## config.mk

```make
export PLATFORM = sky130hd
export DESIGN_NAME = brc_top
export DESIGN_NICKNAME = d
export VERILOG_FILES = /design/src/design/brc_top.v
export VERILOG_INCLUDE_DIRS = /design/src /design/src/design
export SDC_FILE = /design/constraint.sdc
export NUM_CORES = 1
export LEC_CHECK = 0
export ABC_AREA = 1
export BUFFER_PORTS_ARGS = -buffer_cell sky130_fd_sc_hd__buf_2
export CAP_MARGIN = 10
export CORE_UTILIZATION = 45
export DETAILED_ROUTE_END_ITERATION = 10
export PLACE_DENSITY_LB_ADDON = 0.3
export SYNTH_ARGS = -nofsm -noshare
export SYNTH_HDL_FRONTEND = slang
export SYNTH_SLANG_ARGS = --single-unit
export TNS_END_PERCENT = 1
```

## constraint.sdc

```tcl
create_clock -name CLOCK_I -period 3.4 [get_ports CLOCK_I]
set_clock_uncertainty 0.2 [all_clocks]
set_input_delay 0.17 -clock CLOCK_I [delete_from_list [all_inputs] [get_ports CLOCK_I]]
set_output_delay 0.17 -clock CLOCK_I [all_outputs]
set_load 0.1 [all_outputs]
```

## src/design/brc_map.vh

```
// Behaviour
// - bit 16 clear ignores secondary parity errors, set enables detection; resets zero
// - forward mode: bit 16 governs response to secondary address, attribute, data errors
// - reverse mode: bit 16 lets poisoned TLP set master data parity error status
// - bit 17 forward: secondary system error becomes error message; reverse read-only
// - bit 18 clear: forward downstream all I/O inside base/limit window; resets zero
// - bit 18 set: window I/O in first 64KB, upper 768 bytes per 1KB goes upstream
// - bit 19 set: forward VGA memory and I/O when enables set, ignoring ISA bit
// - bit 19 clear: VGA accesses forwarded only through programmed forwarding ranges
// - bit 20 selects VGA I/O decode: clear 10 address bits, set 16 bits
// - bit 21 clear: master aborts silent, reads give all ones, writes dropped
// - bit 21 set: report master abort by target abort, else system error if enabled
// - bit 22 holds secondary bus reset forward, or hot reset reverse; resets zero
// - bit 23 read-only zero, fast back-to-back unsupported
// - bit 24 primary discard length 2^15 or 2^10 clocks; read-only in forward
// - bit 25 secondary discard length 2^15 or 2^10 clocks; read-only in reverse
// - bit 26 set on discard expiry dropping delayed completion; write one clears
// - bit 27 set: expiry sends error message forward, primary system error reverse
`ifndef BRC_MAP_VH
`define BRC_MAP_VH
// register byte addresses
`define BRC_ADDR_BRIDGE_CONTROL 8'h3c
`define BRC_ADDR_IRQ_STATUS     8'h80
`define BRC_ADDR_IRQ_ENABLE     8'h84
`define BRC_ADDR_IRQ_CLEAR      8'h88
// register select codes
`define BRC_SEL_NONE 2'h0
`define BRC_SEL_CTL  2'h1
`define BRC_SEL_STAT 2'h2
`define BRC_SEL_ENA  2'h3
// bridge control field positions in the 32-bit word
`define BRC_B_PERR   16
`define BRC_B_SERR   17
`define BRC_B_ISA    18
`define BRC_B_VGA    19
`define BRC_B_VGA16  20
`define BRC_B_MABORT 21
`define BRC_B_SECRST 22
`define BRC_B_FB2B   23
`define BRC_B_PTMO   24
`define BRC_B_STMO   25
`define BRC_B_TMOST  26
`define BRC_B_TMOSE  27
// interrupt status bit positions
`define BRC_I_DISCARD 0
`define BRC_I_MABORT  1
`define BRC_I_SECSERR 2
`define BRC_I_PARITY  3
`define BRC_IRQ_W     4
// discard timer lengths in PCI clocks
`define BRC_DISCARD_LONG  16'h8000
`define BRC_DISCARD_SHORT 16'h0400
// I/O and VGA decode constants
`define BRC_ISA_TOP      32'h0001_0000
`define BRC_VGA_MEM_LO   32'h000a_0000
`define BRC_VGA_MEM_HI   32'h000b_ffff
`define BRC_VGA_IO_A_LO  10'h3b0
`define BRC_VGA_IO_A_HI  10'h3bb
`define BRC_VGA_IO_B_LO  10'h3c0
`define BRC_VGA_IO_B_HI  10'h3df
`define BRC_ALL_ONES     32'hffff_ffff
`define BRC_RESP_OKAY    2'h0
`define BRC_RESP_SLVERR  2'h2
`endif

```

## src/design/brc_top.v

```verilog
`timescale 1ns/1ps
`default_nettype none
`include "brc_map.vh"
module brc_top (
  input  wire        CLOCK_I,
  input  wire        RST_I,
  // axi4-lite slave
  input  wire [7:0]  S_AXI_AWADDR_I,
  input  wire        S_AXI_AWVALID_I,
  output reg         S_AXI_AWREADY_O,
  input  wire [31:0] S_AXI_WDATA_I,
  input  wire [3:0]  S_AXI_WSTRB_I,
  input  wire        S_AXI_WVALID_I,
  output reg         S_AXI_WREADY_O,
  output reg  [1:0]  S_AXI_BRESP_O,
  output reg         S_AXI_BVALID_O,
  input  wire        S_AXI_BREADY_I,
  input  wire [7:0]  S_AXI_ARADDR_I,
  input  wire        S_AXI_ARVALID_I,
  output reg         S_AXI_ARREADY_O,
  output reg  [31:0] S_AXI_RDATA_O,
  output reg  [1:0]  S_AXI_RRESP_O,
  output reg         S_AXI_RVALID_O,
  input  wire        S_AXI_RREADY_I,
  // bridge direction: 0 forward, 1 reverse
  input  wire        REVERSE_MODE_I,
  // events from the bridge datapath
  input  wire        SEC_PARITY_ERR_I,
  input  wire        SEC_SYSTEM_ERR_I,
  input  wire        MASTER_ABORT_I,
  input  wire        TARGET_ABORT_OK_I,
  input  wire        SERR_ENABLE_I,
  input  wire        DISCARD_DROP_I,
  // access under decode
  input  wire [31:0] ACC_ADDR_I,
  input  wire        ACC_IS_IO_I,
  input  wire [31:0] IO_BASE_I,
  input  wire [31:0] IO_LIMIT_I,
  input  wire        IO_ENABLE_I,
  input  wire        MEM_ENABLE_I,
  input  wire        MEM_IN_RANGE_I,
  // results
  output reg         IO_FWD_DOWN_O,
  output reg         IO_FWD_UP_O,
  output reg         VGA_FWD_O,
  output reg         MEM_FWD_O,
  output reg  [31:0] MA_READ_DATA_O,
  output reg         MA_TARGET_ABORT_O,
  output reg         SYSTEM_ERROR_N_O,
  output reg         PRIMARY_SYSTEM_ERROR_N_O,
  output reg         ERR_MESSAGE_O,
  output reg         SEC_ERR_RESPOND_O,
  output reg         MDPE_SET_O,
  output reg         SEC_BUS_RESET_N_O,
  output reg         HOT_RESET_O,
  output reg  [15:0] PRI_DISCARD_CYCLES_O,
  output reg  [15:0] SEC_DISCARD_CYCLES_O,
  output reg         IRQ_O
);

  // address to register select, shared by read and write paths
  function [1:0] reg_sel;
    input [7:0] a;
    begin
      case (a)
        `BRC_ADDR_BRIDGE_CONTROL: reg_sel = `BRC_SEL_CTL;
        `BRC_ADDR_IRQ_STATUS:     reg_sel = `BRC_SEL_STAT;
        `BRC_ADDR_IRQ_ENABLE:     reg_sel = `BRC_SEL_ENA;
        default:                  reg_sel = `BRC_SEL_NONE;
      endcase
    end
  endfunction

  // bridge control fields, interrupt status and enable, registered direction
  reg                  perr_en;
  reg                  serr_fwd;
  reg                  isa_en;
  reg                  vga_en;
  reg                  vga16;
  reg                  mabort_mode;
  reg                  sec_reset;
  reg                  pri_short;
  reg                  sec_short;
  reg                  tmo_status;
  reg                  tmo_serr;
  reg [`BRC_IRQ_W-1:0] irq_status;
  reg [`BRC_IRQ_W-1:0] irq_enable;
  reg                  reverse;
  // held write request
  reg [7:0]            aw_addr;
  reg [31:0]           w_data;
  reg [3:0]            w_strb;

  wire        fwd      = ~reverse;
  wire        do_write = ~S_AXI_AWREADY_O & ~S_AXI_WREADY_O & ~S_AXI_BVALID_O;
  wire [1:0]  wsel     = reg_sel(aw_addr);
  wire        ctl_hi   = do_write & (wsel == `BRC_SEL_CTL) & w_strb[3];
  wire        ctl_lo   = do_write & (wsel == `BRC_SEL_CTL) & w_strb[2];
  wire        clr_wr   = do_write & (aw_addr == `BRC_ADDR_IRQ_CLEAR) & w_strb[0];
  wire        known_w  = (wsel != `BRC_SEL_NONE) | (aw_addr == `BRC_ADDR_IRQ_CLEAR);

  // control word as software reads it; unused low half and reserved bits read zero
  wire [31:0] ctl_word = {4'h0,
                          tmo_serr, tmo_status, sec_short, pri_short,
                          1'b0,
                          sec_reset, mabort_mode, vga16, vga_en,
                          isa_en, serr_fwd, perr_en, 16'h0000};

  // direction strap is taken by a clocked process so reset only loads a constant
  always @(posedge CLOCK_I) begin
    if (RST_I) begin
      reverse <= 1'b0;
    end else begin
      reverse <= REVERSE_MODE_I;
    end
  end

  // write channel: address and data taken in either order, response after both
  always @(posedge CLOCK_I) begin
    if (RST_I) begin
      S_AXI_AWREADY_O <= 1'b1;
      S_AXI_WREADY_O  <= 1'b1;
      S_AXI_BVALID_O  <= 1'b0;
      S_AXI_BRESP_O   <= `BRC_RESP_OKAY;
      aw_addr         <= 8'h00;
      w_data          <= 32'h0000_0000;
      w_strb          <= 4'h0;
    end else begin
      if (S_AXI_AWVALID_I && S_AXI_AWREADY_O) begin
        aw_addr         <= S_AXI_AWADDR_I;
        S_AXI_AWREADY_O <= 1'b0;
      end
      if (S_AXI_WVALID_I && S_AXI_WREADY_O) begin
        w_data         <= S_AXI_WDATA_I;
        w_strb         <= S_AXI_WSTRB_I;
        S_AXI_WREADY_O <= 1'b0;
      end
      if (do_write) begin
        S_AXI_BVALID_O <= 1'b1;
        S_AXI_BRESP_O  <= known_w ? `BRC_RESP_OKAY : `BRC_RESP_SLVERR;
      end
      if (S_AXI_BVALID_O && S_AXI_BREADY_I) begin
        S_AXI_BVALID_O  <= 1'b0;
        S_AXI_AWREADY_O <= 1'b1;
        S_AXI_WREADY_O  <= 1'b1;
      end
    end
  end

  // read channel: one cycle from address to data
  always @(posedge CLOCK_I) begin
    if (RST_I) begin
      S_AXI_ARREADY_O <= 1'b1;
      S_AXI_RVALID_O  <= 1'b0;
      S_AXI_RDATA_O   <= 32'h0000_0000;
      S_AXI_RRESP_O   <= `BRC_RESP_OKAY;
    end else begin
      if (S_AXI_ARVALID_I && S_AXI_ARREADY_O) begin
        S_AXI_ARREADY_O <= 1'b0;
        S_AXI_RVALID_O  <= 1'b1;
        S_AXI_RRESP_O   <= `BRC_RESP_OKAY;
        case (reg_sel(S_AXI_ARADDR_I))
          `BRC_SEL_CTL:  S_AXI_RDATA_O <= ctl_word;
          `BRC_SEL_STAT: S_AXI_RDATA_O <= {{(32-`BRC_IRQ_W){1'b0}}, irq_status};
          `BRC_SEL_ENA:  S_AXI_RDATA_O <= {{(32-`BRC_IRQ_W){1'b0}}, irq_enable};
          default: begin
            // the clear register is write-only and reads zero without error
            S_AXI_RDATA_O <= 32'h0000_0000;
            if (S_AXI_ARADDR_I != `BRC_ADDR_IRQ_CLEAR) begin
              S_AXI_RRESP_O <= `BRC_RESP_SLVERR;
            end
          end
        endcase
      end
      if (S_AXI_RVALID_O && S_AXI_RREADY_I) begin
        S_AXI_RVALID_O  <= 1'b0;
        S_AXI_ARREADY_O <= 1'b1;
      end
    end
  end

  // control field writes; direction-dependent bits stay read-only in the other mode
  always @(posedge CLOCK_I) begin
    if (RST_I) begin
      perr_en     <= 1'b0;
      serr_fwd    <= 1'b0;
      isa_en      <= 1'b0;
      vga_en      <= 1'b0;
      vga16       <= 1'b0;
      mabort_mode <= 1'b0;
      sec_reset   <= 1'b0;
      pri_short   <= 1'b0;
      sec_short   <= 1'b0;
      tmo_serr    <= 1'b0;
    end else begin
      if (ctl_lo) begin
        perr_en     <= w_data[`BRC_B_PERR];
        if (fwd) begin
          serr_fwd  <= w_data[`BRC_B_SERR];
        end
        isa_en      <= w_data[`BRC_B_ISA];
        vga_en      <= w_data[`BRC_B_VGA];
        vga16       <= w_data[`BRC_B_VGA16];
        mabort_mode <= w_data[`BRC_B_MABORT];
        sec_reset   <= w_data[`BRC_B_SECRST];
      end
      if (ctl_hi) begin
        if (reverse) begin
          pri_short <= w_data[`BRC_B_PTMO];
        end
        if (fwd) begin
          sec_short <= w_data[`BRC_B_STMO];
        end
        tmo_serr    <= w_data[`BRC_B_TMOSE];
      end
    end
  end

  // sticky flags: a new event in the clearing cycle wins over the clear
  always @(posedge CLOCK_I) begin
    if (RST_I) begin
      tmo_status <= 1'b0;
      irq_status <= {`BRC_IRQ_W{1'b0}};
      irq_enable <= {`BRC_IRQ_W{1'b0}};
      IRQ_O      <= 1'b0;
    end else begin
      tmo_status <= (tmo_status & ~(ctl_hi & w_data[`BRC_B_TMOST])) | DISCARD_DROP_I;
      irq_status <= (irq_status & ~({`BRC_IRQ_W{clr_wr}} & w_data[`BRC_IRQ_W-1:0]))
                  | {SEC_PARITY_ERR_I & perr_en, SEC_SYSTEM_ERR_I,
                     MASTER_ABORT_I, DISCARD_DROP_I};
      if (do_write && wsel == `BRC_SEL_ENA && w_strb[0]) begin
        irq_enable <= w_data[`BRC_IRQ_W-1:0];
      end
      // level output, one cycle behind the status it reflects
      IRQ_O <= |(irq_status & irq_enable);
    end
  end

  // address decode for I/O, VGA and memory forwarding
  wire        io_in_win = ACC_IS_IO_I & (ACC_ADDR_I >= IO_BASE_I) & (ACC_ADDR_I <= IO_LIMIT_I);
  wire        isa_hit   = (ACC_ADDR_I < `BRC_ISA_TOP) & (ACC_ADDR_I[9:8] != 2'b00);
  wire [9:0]  io_low    = ACC_ADDR_I[9:0];
  // 10-bit decode aliases the VGA ports across the space; 16-bit needs bits 15:10 zero
  wire        vga_io    = ((io_low >= `BRC_VGA_IO_A_LO) & (io_low <= `BRC_VGA_IO_A_HI)
                         | (io_low >= `BRC_VGA_IO_B_LO) & (io_low <= `BRC_VGA_IO_B_HI))
                         & (~vga16 | (ACC_ADDR_I[15:10] == 6'h00));
  wire        vga_mem   = (ACC_ADDR_I >= `BRC_VGA_MEM_LO) & (ACC_ADDR_I <= `BRC_VGA_MEM_HI);

  always @(posedge CLOCK_I) begin
    if (RST_I) begin
      IO_FWD_DOWN_O <= 1'b0;
      IO_FWD_UP_O   <= 1'b0;
      VGA_FWD_O     <= 1'b0;
      MEM_FWD_O     <= 1'b0;
    end else begin
      IO_FWD_UP_O   <= IO_ENABLE_I & io_in_win & isa_en & isa_hit;
      IO_FWD_DOWN_O <= IO_ENABLE_I & io_in_win & ~(isa_en & isa_hit);
      // vga path is independent of the isa bit
      VGA_FWD_O     <= vga_en & ((ACC_IS_IO_I & IO_ENABLE_I & vga_io)
                     | (~ACC_IS_IO_I & MEM_ENABLE_I & vga_mem));
      // with vga off, legacy addresses go only through the programmed ranges
      MEM_FWD_O     <= ~ACC_IS_IO_I & MEM_ENABLE_I & MEM_IN_RANGE_I;
    end
  end

  // error reporting, secondary reset and discard lengths
  always @(posedge CLOCK_I) begin
    if (RST_I) begin
      MA_READ_DATA_O           <= 32'h0000_0000;
      MA_TARGET_ABORT_O        <= 1'b0;
      SYSTEM_ERROR_N_O         <= 1'b1;
      PRIMARY_SYSTEM_ERROR_N_O <= 1'b1;
      ERR_MESSAGE_O            <= 1'b0;
      SEC_ERR_RESPOND_O        <= 1'b0;
      MDPE_SET_O               <= 1'b0;
      SEC_BUS_RESET_N_O        <= 1'b1;
      HOT_RESET_O              <= 1'b0;
      PRI_DISCARD_CYCLES_O     <= `BRC_DISCARD_LONG;
      SEC_DISCARD_CYCLES_O     <= `BRC_DISCARD_LONG;
    end else begin
      // silent abort returns all ones; reporting mode passes no substitute data
      MA_READ_DATA_O    <= mabort_mode ? 32'h0000_0000 : `BRC_ALL_ONES;
      MA_TARGET_ABORT_O <= MASTER_ABORT_I & mabort_mode & TARGET_ABORT_OK_I;
      SYSTEM_ERROR_N_O  <= ~(MASTER_ABORT_I & mabort_mode
                           & ~TARGET_ABORT_OK_I & SERR_ENABLE_I);
      PRIMARY_SYSTEM_ERROR_N_O <= ~(DISCARD_DROP_I & tmo_serr & reverse);
      ERR_MESSAGE_O     <= fwd & ((SEC_SYSTEM_ERR_I & serr_fwd)
                         | (DISCARD_DROP_I & tmo_serr));
      SEC_ERR_RESPOND_O <= fwd & perr_en & SEC_PARITY_ERR_I;
      MDPE_SET_O        <= reverse & perr_en & SEC_PARITY_ERR_I;
      SEC_BUS_RESET_N_O <= ~(sec_reset & fwd);
      HOT_RESET_O       <= sec_reset & reverse;
      // the length bit is ignored in the mode where it is read-only
      PRI_DISCARD_CYCLES_O <= (reverse & pri_short) ? `BRC_DISCARD_SHORT
                                                    : `BRC_DISCARD_LONG;
      SEC_DISCARD_CYCLES_O <= (fwd & sec_short) ? `BRC_DISCARD_SHORT
                                                : `BRC_DISCARD_LONG;
    end
  end

endmodule // brc_top
`default_nettype wire

```

# ---- Yosys cells after proc, flatten, opt, wreduce, memory -nomap -nowiden
# Index checks and enable logic that the tools add are counted.
dict set report word_totals {
  input_bits 166
  wordCells 158
  regBits 178
  out_inout_bits 118
}
dict set report op_classes {
  magnitude_cmp 9
  mux 11
  n_bitwise 67
  n_reduce_logical 17
  eq_ne 13
}
# operator n
set op_table {}
lappend op_table {{$pmux W28 S3} 1}
lappend op_table {{$and A1 B1 Y1} 44}
lappend op_table {{$eq A8 B8 Y1 const B} 5}
lappend op_table {{$ge A32 B20 Y1 const B} 1}
lappend op_table {{$ge A32 B32 Y1} 1}
lappend op_table {{$le A32 B20 Y1 const B} 1}
lappend op_table {{$le A32 B32 Y1} 1}
lappend op_table {{$lt A32 B17 Y1 const B} 1}
lappend op_table {{$mux W16} 2}
lappend op_table {{$mux W32} 1}
lappend op_table {{$ge A10 B10 Y1 const B} 2}
lappend op_table {{$le A10 B10 Y1 const B} 2}
lappend op_table {{$eq A8 B6 Y1 const B} 2}
lappend op_table {{$and A4 B4 Y4} 3}
lappend op_table {{$not A1 Y1} 12}
lappend op_table {{$pmux W2 S3} 2}
lappend op_table {{$mux W2} 5}
lappend op_table {{$ne A8 B8 Y1 const B} 1}
lappend op_table {{$logic_and A1 B1 Y1} 7}
lappend op_table {{$eq A2 B2 Y1 const B} 3}
lappend op_table {{$logic_not A6 Y1} 1}
lappend op_table {{$or A1 B1 Y1} 6}
lappend op_table {{$reduce_and A2 Y1} 3}
lappend op_table {{$eq A2 B1 Y1 const B} 2}
lappend op_table {{other kinds (6)} 8}

# ---- Logic depth before layout (Yosys ltp)
# Gate-level depths: netlist of run 1.
dict set report logic_depth {
  depth_word 9
  mapped_depth 16
}

# ---- Least setup slack after synthesis of run 1
# No wires, ideal clock.
dict set report synth_path {
  kind {flip-flop to output port}
  startpoint {reg, netlist name MA_READ_DATA_O[30]}
  endpoint {out MA_READ_DATA_O[10]}
  arrival_time_ns 1.895
  n_path_buf 1
  path_stages_with_launch 2
  setup_slack_ns 1.135
  required_time_ns 3.030
  path_cell_list {dfxtp_1 > buf_4}
}
# element line
set synth_rtl {}
lappend synth_rtl {{end, declared} brc_top.v:47} ;# output reg [31:0] MA_READ_DATA_O,

==> flow_summary_export.csv, run 1 <==
group,metric,value,unit
route,wl,13.1,mm
synthesis,synth_area,5580,um2
floorplanning,fp.dieH,113,um
route,vias_per_cell,4.49,
setup_path,path_cells,"buf_2",
synthesis,netlist-cell-type-count,37,
grt,grt_pass1_wl,21.1,mm
setup_path,crit_slowest_cell,"dfxtp_1",
grt,grt_max_degree,45,
route,num_vias,5322,
setup_path,crit_path_end_kind,"primary output",
floorplanning,ios,284,
clocking,cts.htree.levels,3,
clocking,cts-resized-gates,0,
hold_path,hold_end,"VGA_FWD_O$_SDFF_PP0_",
route,drtAntennaViolNets,0,
setup_path,r2r_slack,1.54,ns
clocking,clkTransAtPathRegs,0.06,ns
hold_path,min_from,"MEM_ENABLE_I",
sta,slew_headroom,48.1,%
sta,drv_slew,0,
pwr,p_total,2.96,mW
run,drv_cap,0,
synthesis,synthCells,785,
synthesis,yosysSeqAreaShare,30.9,%
setup_path,crit_arrival,1.63,ns
route,drtIter0Drc,186,
floorplanning,die_w,113,um
layout,fin_util,59.3,%
setup_path,critical_path_class,"reg -> out",
setup_path,rr_startpoint,"S_AXI_ARREADY_O$_SDFFE_PP1P_",
grt,antenna_found_initial,0,
setup_path,cp.depth,1,
floorplanning,rows,40,
clocking,cts_tree,"built",
sta,fmax,0.500,GHz
synthesis,async_flop_share,0,%
setup_path,startpoint_type,"register",
sta,rsz0062_at_grt,"no",
setup_path,critPathTopFamily,"flip-flops",
clocking,postCtsSetupBuffers,0,
status,status,"finished clean",
placed_design,postPlaceCellArea,6430,um2
layout,fin_nets,1243,
grt,overflow,0,
sta,tns,0,ns
sta,hold_viol,0,
layout,final_area,7150,um2
synthesis,synthTopCellsByArea,"dfxtp_1, ha_1, nand2_1, buf_4, inv_1",
placed_design,hpwl,10.5,mm
clocking,clock-root-buffer,"clkbuf_16",
synthesis,ys.flop_type,"dfxtp_1",
setup_path,required,3.03,ns
placed_design,io_buffers,218,
pwr,leakagePower,3.84,nW
route,firstDrtPassIters,4,
grt,first_global_vias,4824,
synthesis,synth_common_cells,"nand2_1, inv_1, dfxtp_1, buf_4, nor2_1",
setup_path,path_buf_inv,1,
clocking,clock_latency,0.33,ns
synthesis,synth_seq_cells,86,
placed_design,place.gp.congestion,0.820,
clocking,numCtsBuffers,9,
setup_path,ff2ff_path_depth,6,
sta,final.min_clock_period,2.00,ns
hold_path,hold_depth,5,
sta,setup_viol_count_final,0,
synthesis,yosysTopAreaCell,"dfxtp_1",
synthesis,synth-edff-count,0,
clocking,cts-hold-fix-buffers,42,
floorplanning,dieArea,12800,um2
route,wire_per_inst,11.0,um
synthesis,yosysWarnings,0,
setup_path,crit_fanout,32,
clocking,clock_sinks,86,
floorplanning,initial_utilization,46.3,%
route,drt_drc_violations_left,0,
hold_path,hold_class,"in -> reg",
sta,tightest_slew,0.776,ns
synthesis,synth_area_per_cell,7.11,um2
sta,fin_crit_sh,58.8,%
pwr,ir_drop,0.000231,V
layout,final_layout_size_suffix_gt1_share,24.8,%
floorplanning,core_area,12100,um2
grt,grt_use_total,20.4,%
setup_path,max_stage_delay,0.75,ns
layout,area_growth_syn_to_layout,28.1,%
synthesis,synth.most_common_cell,"nand2_1",
synthesis,yosysTopAreaCellShare,30.9,%
layout,diodes,0,
setup_path,reg2reg_to,"S_AXI_RDATA_O[22]$_SDFFE_PP0P_",
clocking,cts_buffer_depth,2,
pwr,power_density,415,nW/um2
==> metal layers <==
metal  up-vias  track usage [%]  routed length, um
li1       2826                -                  -
met1      2304             24.8               5980
met2       175             36.2               6220
met3        17             4.12                653
met4         0             5.61                230
met5         -                0                  0
==> state kept, by name, indices dropped and copies added (netlist names), 2 cells and up <==
name,flops
irq_status,4
PRI_DISCARD_CYCLES_O,2
w_strb,3
w_data,15
irq_enable,4
S_AXI_RDATA_O,15
SEC_DISCARD_CYCLES_O,2
aw_addr,8
==> layout make-up <==
class	count	area, um2
Clock buffer	11	233
Clock inverter	5	60.1
Fill cell	1180	4910
Inverter	120	464
Multi-Input combinational cell	534	2930
Sequential cell	86	1720
Tap cell	168	210
Timing Repair Buffer	262	1530
==> power by group <==
part | internal (mW) | switching (mW) | leakage [nW]
registers | 1.05 | 0.0300 | 0.703
clock network | 0.571 | 0.390 | 0.140
logic | 0.225 | 0.697 | 3.00
total | 1.85 | 1.12 | 3.84
==> metrics by stage <==
step / instances / setup WS [ns] / hold slack, ns
final: 1186 / 1.40 / 0.0179
after global placement: 1128 / 1.56 / 0.168
after detailed placement: 1128 / 1.52 / 0.180
after CTS: 1186 / 1.35 / 0.00969
after floorplan: 831 / 1.13 / 0.0470
after global routing: 1186 / 1.23 / 0.0574
==> worst max-delay path by stage <==
| stage | start | to | slack [ns] |
|---|---|---|---|
| after floorplan | MA_READ_DATA_O[30]$_SDFF_PP0_ | MA_READ_DATA_O[10] | 1.13 |
| after global placement | S_AXI_ARREADY_O$_SDFFE_PP1P_ | S_AXI_RDATA_O[17]$_SDFFE_PP0P_ | 1.56 |
| after detailed placement | S_AXI_ARREADY_O$_SDFFE_PP1P_ | S_AXI_RDATA_O[26]$_SDFFE_PP0P_ | 1.52 |
| after CTS | MA_READ_DATA_O[30]$_SDFF_PP0_ | MA_READ_DATA_O[30] | 1.35 |
| after global routing | MA_READ_DATA_O[30]$_SDFF_PP0_ | MA_READ_DATA_O[19] | 1.23 |
| final | MA_READ_DATA_O[30]$_SDFF_PP0_ | MA_READ_DATA_O[24] | 1.40 |
==> placed cells by master (no fill, tap or decap), types with 2 or more instances in the layout <==
| cell type | count |
|---|---|
| buf_4 | 2 |
| or2_1 | 3 |
| nand2_1 | 167 |
| nor3_1 | 7 |
| clkinv_1 | 2 |
| o21ai_1 | 8 |
| clkbuf_1 | 2 |
| conb_1 | 47 |
| a21o_1 | 2 |
| buf_2 | 218 |
| ha_1 | 64 |
| dfxtp_1 | 86 |
| nor3_2 | 2 |
| nor4_1 | 2 |
| nand3b_1 | 2 |
| nand3_2 | 3 |
| clkinv_4 | 3 |
| o21ai_0 | 32 |
| a21oi_1 | 75 |
| nand4_1 | 8 |
| inv_2 | 4 |
| nand3_1 | 17 |
| nor4_4 | 2 |
| inv_1 | 111 |
| clkinv_2 | 2 |
| o21a_1 | 6 |
| nor2_1 | 77 |
| clkbuf_16 | 9 |
| dlygate4sd3_1 | 42 |
==> logic make-up (layout without fill, tap and decap cells) <==
logic type	Yosys count	count (layout)	share of synthesized area (%)
AND/OR/NAND/NOR	296	296	23.1
buffers and inverters	211	398	19.7
AO/OA/AOI/OAI	127	127	12.0
flip-flops	86	86	30.9
adder cells (fa/ha/maj)	64	64	14.4
other	1	47	0.0672
Note: power is estimated with default switching activity, not from simulation.
==> inputs of run 2 (changes only) <==
--- a/config.mk
+++ b/config.mk
@@ -6,7 +6,7 @@
 export SDC_FILE = /design/constraint.sdc
 export NUM_CORES = 1
 export LEC_CHECK = 0
-export ABC_AREA = 1
+export ABC_AREA = 0
 export BUFFER_PORTS_ARGS = -buffer_cell sky130_fd_sc_hd__buf_2
 export CAP_MARGIN = 10
 export CORE_UTILIZATION = 45
==> constraint.sdc (replaced) <==
create_clock -name CLOCK_I -period 1.93 [get_ports CLOCK_I]
set_clock_uncertainty 0.2 [all_clocks]
set_input_delay 0.0965 -clock CLOCK_I [delete_from_list [all_inputs] [get_ports CLOCK_I]]
set_output_delay 0.0965 -clock CLOCK_I [all_outputs]
set_load 0.1 [all_outputs]
==> run 2 against run 1 <==
Core utilization is 3.0 points higher. Final area hardly changed. Largest cell class unchanged. First-iteration DRC count is 35% higher.
==> flow_summary_export.csv, run 2 <==
group,metric,value,unit
status,status,"finished clean",
sta,setup_slack,0.0727,ns
clocking,clock_sinks,86,
clocking,postCtsSetupBuffers,0,
placed_design,place.gp.congestion,0.850,
hold_path,hold_end,"IO_FWD_DOWN_O$_SDFF_PP0_",
placed_design,dpl.cell_count,986,
clocking,clock_latency,0.33,ns
synthesis,synth_seq_cells,86,
synthesis,synthTopCellsByArea,"dfxtp_1, ha_1, buf_4, a21oi_1, nand2_1",
floorplanning,rows,39,
floorplanning,fp.dieH,111,um
pwr,internal_power,3.41,mW
route,firstDrtPassIters,5,
setup_path,startpoint_type,"register",
clocking,cts_tree,"built",
layout,final_layout_size_suffix_gt1_share,29.8,%
route,wl,13.9,mm
route,drtIter0Drc,252,
grt,overflow,0,
sta,rsz0062_at_grt,"yes",
sta,hold_viol,0,
layout,area_growth_syn_to_layout,34.7,%
sta,fmax,0.538,GHz
pwr,power_density,733,nW/um2
clocking,clock-root-buffer,"clkbuf_16",
synthesis,ys.flop_type,"dfxtp_1",
pwr,p_seq_share,35.7,%
layout,final_common_cell,"buf_2",
placed_design,hpwl,10.5,mm
synthesis,yosysTopAreaCell,"dfxtp_1",
floorplanning,die_w,111,um
synthesis,yosysSeqAreaShare,32.5,%
synthesis,synth_common_cells,"dfxtp_1, nand2_1, buf_4, inv_1, ha_1",
route,vias_per_cell,4.88,
clocking,cts.htree.levels,3,
clocking,numCtsBuffers,9,
route,num_vias,5147,
placed_design,dp_slack,-0.185,ns
clocking,cts_buffer_depth,2,
grt,antenna_found_initial,0,
placed_design,io_buffers,218,
grt,grt_use_total,22.6,%
floorplanning,initial_utilization,46.3,%
pwr,p_sw_share,34.9,%
layout,fillers,1009,
floorplanning,ios,284,
pwr,power_frac_clock,34.9,%
pwr,ir_drop,0.000503,V
floorplanning,dieArea,12200,um2
sta,drv_slew,0,
layout,layout.cells.non_filler,1055,
pwr,switchingPower,1.83,mW
setup_path,ff2ff_path_depth,5,
sta,setup_viol_count_final,0,
setup_path,crit_arrival,1.86,ns
layout,fin_util,62.3,%
synthesis,synth-edff-count,0,
hold_path,hold_class,"in -> reg",
layout,top_regs,"S_AXI_RDATA_O x15, w_data x15, aw_addr x8",
sta,slew_headroom,66.2,%
synthesis,yosysWarnings,0,
layout,fin_nets,1137,
grt,grt_max_degree,78,
pwr,leakagePower,3.69,nW
floorplanning,core_area,11500,um2
hold_path,hold_depth,4,
setup_path,r2r_slack,0.07,ns
grt,first_global_vias,4791,
synthesis,yosysTopAreaCellShare,32.5,%
grt,grt_pass1_wl,22.4,mm
route,wire_per_inst,13.2,um
layout,diodes,0,
route,drt_drc_violations_left,0,
sta,tightest_slew,0.511,ns
route,drtAntennaViolNets,0,
pwr,pwr-share-comb,29.4,%
setup_path,crit_path_end_kind,"register",
synthesis,netlist-cell-type-count,51,
layout,final_cell_mix,"buf_2, dfxtp_1, nand2_1, inv_1, ha_1",
setup_path,reg2reg_to,"irq_enable[1]$_SDFFE_PP0P_",
sta,final.min_clock_period,1.86,ns
setup_path,crit_fanout,4,
setup_path,rr_startpoint,"aw_addr[7]$_SDFFE_PP0P_",
pwr,p_total,5.23,mW
synthesis,synth_area,5300,um2
run,drv_cap,0,
hold_path,min_from,"ACC_ADDR_I[9]",
clocking,clkTransAtPathRegs,0.06,ns
sta,fin_crit_sh,96.2,%
synthesis,synth.most_common_cell,"dfxtp_1",
synthesis,async_flop_share,0,%
synthesis,synthCells,653,
synthesis,synth_area_per_cell,8.12,um2
setup_path,critical_path_class,"reg -> reg",
setup_path,required,1.94,ns
==> run 2: cell count changes after synthesis, moves of 5 or more <==
| cell | delta |
|---|---|
| a21oi_1 | -12 |
| nand2_1 | -87 |
| nor2_1 | -30 |
| mux2i_1 | +15 |
| o21ai_1 | -8 |
| nand4_1 | +7 |
| mux2_2 | +5 |
| nor2b_1 | +5 |
| a22oi_1 | +19 |
| inv_1 | -41 |
| o21ai_0 | -23 |
==> run 2: layout make-up <==
cell class / instances / area (um2) / area share (%)
timing repair buffer: 291 / 1780 / 25.0
clock inverter: 4 / 70.1 / 0.981
clock buffer: 12 / 246 / 3.45
tap: 143 / 179 / 2.50
multi-input combinational: 449 / 2870 / 40.2
inverter: 70 / 263 / 3.68
sequential: 86 / 1730 / 24.2
==> run 2: power by group through the flow <==
stage / Combinational [mW] / Sequential (mW) / Clock [mW]
global route: 1.64 / 1.88 / 1.94
global placement: 1.43 / 1.91 / 0
finish: 1.54 / 1.87 / 1.83
detailed placement: 1.44 / 1.91 / 0
CTS: 1.52 / 1.87 / 1.85
floorplan: 1.13 / 1.99 / 0
==> run 2: what timing repair did <==
action,in CTS,in global routing
endpoints found under the setup margin,2,12
hold buffers,53,0
pin swaps,0,0
gates resized for setup,1,6
hold endpoints to repair,48,0
==> run 2: kinds of logic after synthesis <==
| logic type | count (synthesis) | synth area share, % |
|---|---|---|
| DFF | 86 | 32.5 |
| buffers and inverters | 164 | 17.2 |
| and+or+nand+nor | 206 | 18.6 |
| adders and majority gates | 64 | 15.1 |
| AOI/OAI and AO/OA | 112 | 12.7 |
| muxes | 20 | 3.89 |
| other | 1 | 0.0707 |
==> run 2: per-stage QoR <==
step	TNS (ns)	instance area, um2	hold WS [ns]
floorplan	-3.84	5480	-0.0278
global placement	-0.295	6270	0.109
detailed placement	-0.267	6270	0.103
CTS	0	7120	0.000856
global route	-0.0181	7140	0.0426
finish	0	7140	0.0128
==> run 2: metal layers <==
| metal | GRT usage (%) | part of all wire, % |
|---|---|---|
| met5 | 0 | 0 |
| met4 | 10.1 | 3.2 |
| met3 | 3.57 | 4.2 |
| met2 | 39.0 | 50 |
| met1 | 27.5 | 43 |
==> run 2: worst max-delay path: stages (launching register included) <==
cell     delay, ns
dfxtp_1       0.36
nor3b_2       0.21
nand4_1       0.15
or4b_4        0.56
mux2i_1       0.19
nor2_1        0.06
==> run 2: how the worst max path moves through the flow <==
stage                            startpoint                       endpoint  slack (ns)
2_1_floorplan  S_AXI_ARREADY_O$_SDFFE_PP1P_  S_AXI_RDATA_O[0]$_SDFFE_PP0P_       -0.25
3_3_place_gp                  ACC_ADDR_I[0]         IO_FWD_UP_O$_SDFF_PP0_       -0.20
3_5_place_dp                  ACC_ADDR_I[0]         IO_FWD_UP_O$_SDFF_PP0_       -0.18
4_1_cts        S_AXI_ARREADY_O$_SDFFE_PP1P_  S_AXI_RDATA_O[3]$_SDFFE_PP0P_        0.05
5_1_grt             aw_addr[7]$_SDFFE_PP0P_     irq_enable[2]$_SDFFE_PP0P_       -0.01
6_report            aw_addr[7]$_SDFFE_PP0P_     irq_enable[1]$_SDFFE_PP0P_        0.07
==> inputs of run 3 (changes only) <==
--- a/config.mk
+++ b/config.mk
@@ -11,7 +11,7 @@
 export CAP_MARGIN = 10
 export CORE_UTILIZATION = 45
 export DETAILED_ROUTE_END_ITERATION = 10
-export PLACE_DENSITY_LB_ADDON = 0.3
+export PLACE_DENSITY = 0.86
 export SYNTH_ARGS = -nofsm -noshare
 export SYNTH_HDL_FRONTEND = slang
 export SYNTH_SLANG_ARGS = --single-unit
==> run 3 against run 2 <==
Worst hold slack improved by 0.028 ns. Critical path depth unchanged. Largest cell class unchanged. Cell count fell by 0.28%. Critical endpoint is now irq_enable[3]$_SDFFE_PP0P_.
==> flow_summary_export.csv, run 3 (same netlist as run 2, synthesis figures left out) <==
group,metric,value,unit
layout,final_cell_mix,"buf_2, dfxtp_1, nand2_1, inv_1, ha_1",
floorplanning,core_area,11500,um2
floorplanning,fp.dieH,111,um
sta,fin_crit_sh,99.2,%
setup_path,required,1.93,ns
sta,slew_headroom,58.1,%
route,drtAntennaViolNets,0,
setup_path,startpoint_type,"register",
clocking,clock_sinks,86,
clocking,cts.htree.levels,3,
route,wire_per_inst,13.9,um
setup_path,crit_fanout,4,
hold_path,hold_class,"in -> reg",
route,drtIter0Drc,403,
setup_path,rr_startpoint,"aw_addr[6]$_SDFFE_PP0P_",
setup_path,crit_end,"irq_enable[3]$_SDFFE_PP0P_",
route,m1WireLength,5.93,mm
sta,setup_slack,0.0150,ns
sta,setup_viol_count_final,0,
layout,diodes,0,
route,drt_drc_violations_left,0,
placed_design,hpwl,10.8,mm
route,num_vias,5350,
pwr,power_density,712,nW/um2
sta,tightest_slew,0.627,ns
setup_path,startpoint,"aw_addr[6]$_SDFFE_PP0P_",
grt,first_global_vias,5070,
pwr,ir_drop,0.000577,V
route,firstDrtPassIters,6,
route,route.met3.wl,1.04,mm
sta,drv_slew,0,
sta,hold_viol,0,
layout,fillers,962,
grt,grt_max_degree,78,
grt,overflow,0,
setup_path,r2r_slack,0.02,ns
status,status,"finished clean",
clocking,cts_buffer_depth,2,
route,wl,14.7,mm
clocking,clkTransAtPathRegs,0.08,ns
placed_design,dp_slack,-0.210,ns
run,drv_cap,0,
layout,fin_nets,1134,
placed_design,io_buffers,218,
clocking,clock_latency,0.34,ns
sta,final.min_clock_period,1.91,ns
placed_design,place.gp.congestion,0.912,
route,vias_per_cell,5.09,
grt,antenna_found_initial,0,
floorplanning,die_w,111,um
setup_path,critical_path_class,"reg -> reg",
layout,final_common_cell,"buf_2",
grt,grt_use_total,23.5,%
floorplanning,initial_utilization,46.3,%
setup_path,crit_arrival,1.92,ns
setup_path,ff2ff_path_depth,5,
layout,area_growth_syn_to_layout,33.9,%
layout,fin_util,61.9,%
clocking,numCtsBuffers,9,
sta,fmax,0.522,GHz
clocking,cts_tree,"built",
setup_path,crit_path_end_kind,"register",
setup_path,reg2reg_to,"irq_enable[3]$_SDFFE_PP0P_",
sta,tns,0,ns
floorplanning,ios,284,
clocking,postCtsSetupBuffers,0,
floorplanning,rows,39,
layout,top_regs,"S_AXI_RDATA_O x15, w_data x15, aw_addr x8",
grt,grt_pass1_wl,23.5,mm
floorplanning,dieArea,12200,um2
pwr,leakagePower,3.65,nW
clocking,clock-root-buffer,"clkbuf_16",
route,wl_met2,7.23,mm
sta,rsz0062_at_grt,"yes",
layout,final_layout_size_suffix_gt1_share,29.8,%
route,top_layer_used,"met4",
## run 3: report_power, final
group          total (mW)  switching, mW  leakage (nW)  internal (mW)
Clock                1.63          0.739         0.136          0.896
Sequential           1.88         0.0494         0.701           1.83
Combinational        1.54           1.14          2.81          0.408
Total                5.06           1.92          3.65           3.13
## run 3: cell type report
type / count / area (um2) / share of cell area, %
flip-flops and latches: 86 / 1730 / 24.4
clock buffers: 10 / 229 / 3.22
clock inverters: 6 / 53.8 / 0.758
multi-input cells: 449 / 2890 / 40.6
repair buffers: 288 / 1760 / 24.8
well taps: 143 / 179 / 2.52
inverters: 70 / 263 / 3.70
## run 3: worst max-delay path: stages, from the launching register on
cell and delay [ns]:
dfxtp_1 0.34, nor3_2 0.24, nand4_1 0.18, or4b_4 0.58, mux2i_1 0.18, nor2_1 0.05
## run 3: worst min-delay path by stage
stage | from | to | slack [ns] | depth (start not counted)
6_report | ACC_ADDR_I[8] | IO_FWD_DOWN_O$_SDFF_PP0_ | 0.04 | 4
5_1_grt | S_AXI_ARADDR_I[2] | S_AXI_RDATA_O[2]$_SDFFE_PP0P_ | 0.07 | 4
4_1_cts | ACC_ADDR_I[8] | IO_FWD_DOWN_O$_SDFF_PP0_ | 0.02 | 4
3_5_place_dp | S_AXI_WVALID_I | S_AXI_WREADY_O$_SDFFE_PP1P_ | 0.11 | 2
3_3_place_gp | S_AXI_WVALID_I | S_AXI_WREADY_O$_SDFFE_PP1P_ | 0.1 | 2
2_1_floorplan | ACC_IS_IO_I | MEM_FWD_O$_SDFF_PP0_ | -0.03 | 1
## run 3: repair_timing
item,4_1_cts,5_1_grt
setup endpoints to repair,2,20
resized for setup,1,8
hold buffers,53,0
pin swaps,0,1
endpoints found under the hold margin,49,0
## run 3: stage by stage
step,hold WS (ns),total power [mW],instances,instance area [um2]
floorplan,-0.0278,3.12,699,5480
global placement,0.0997,3.32,983,6240
detailed placement,0.111,3.35,983,6240
CTS,0.0191,5.05,1052,7060
global route,0.0734,5.27,1052,7100
finish,0.0407,5.06,1052,7100
## run 3: layer usage
layer  track usage, %  vias to the layer above
met4             10.0                        0
met3             3.57                       43
met5                0                        -
met2             40.6                      273
li1                 -                     2608
met1             29.0                     2426
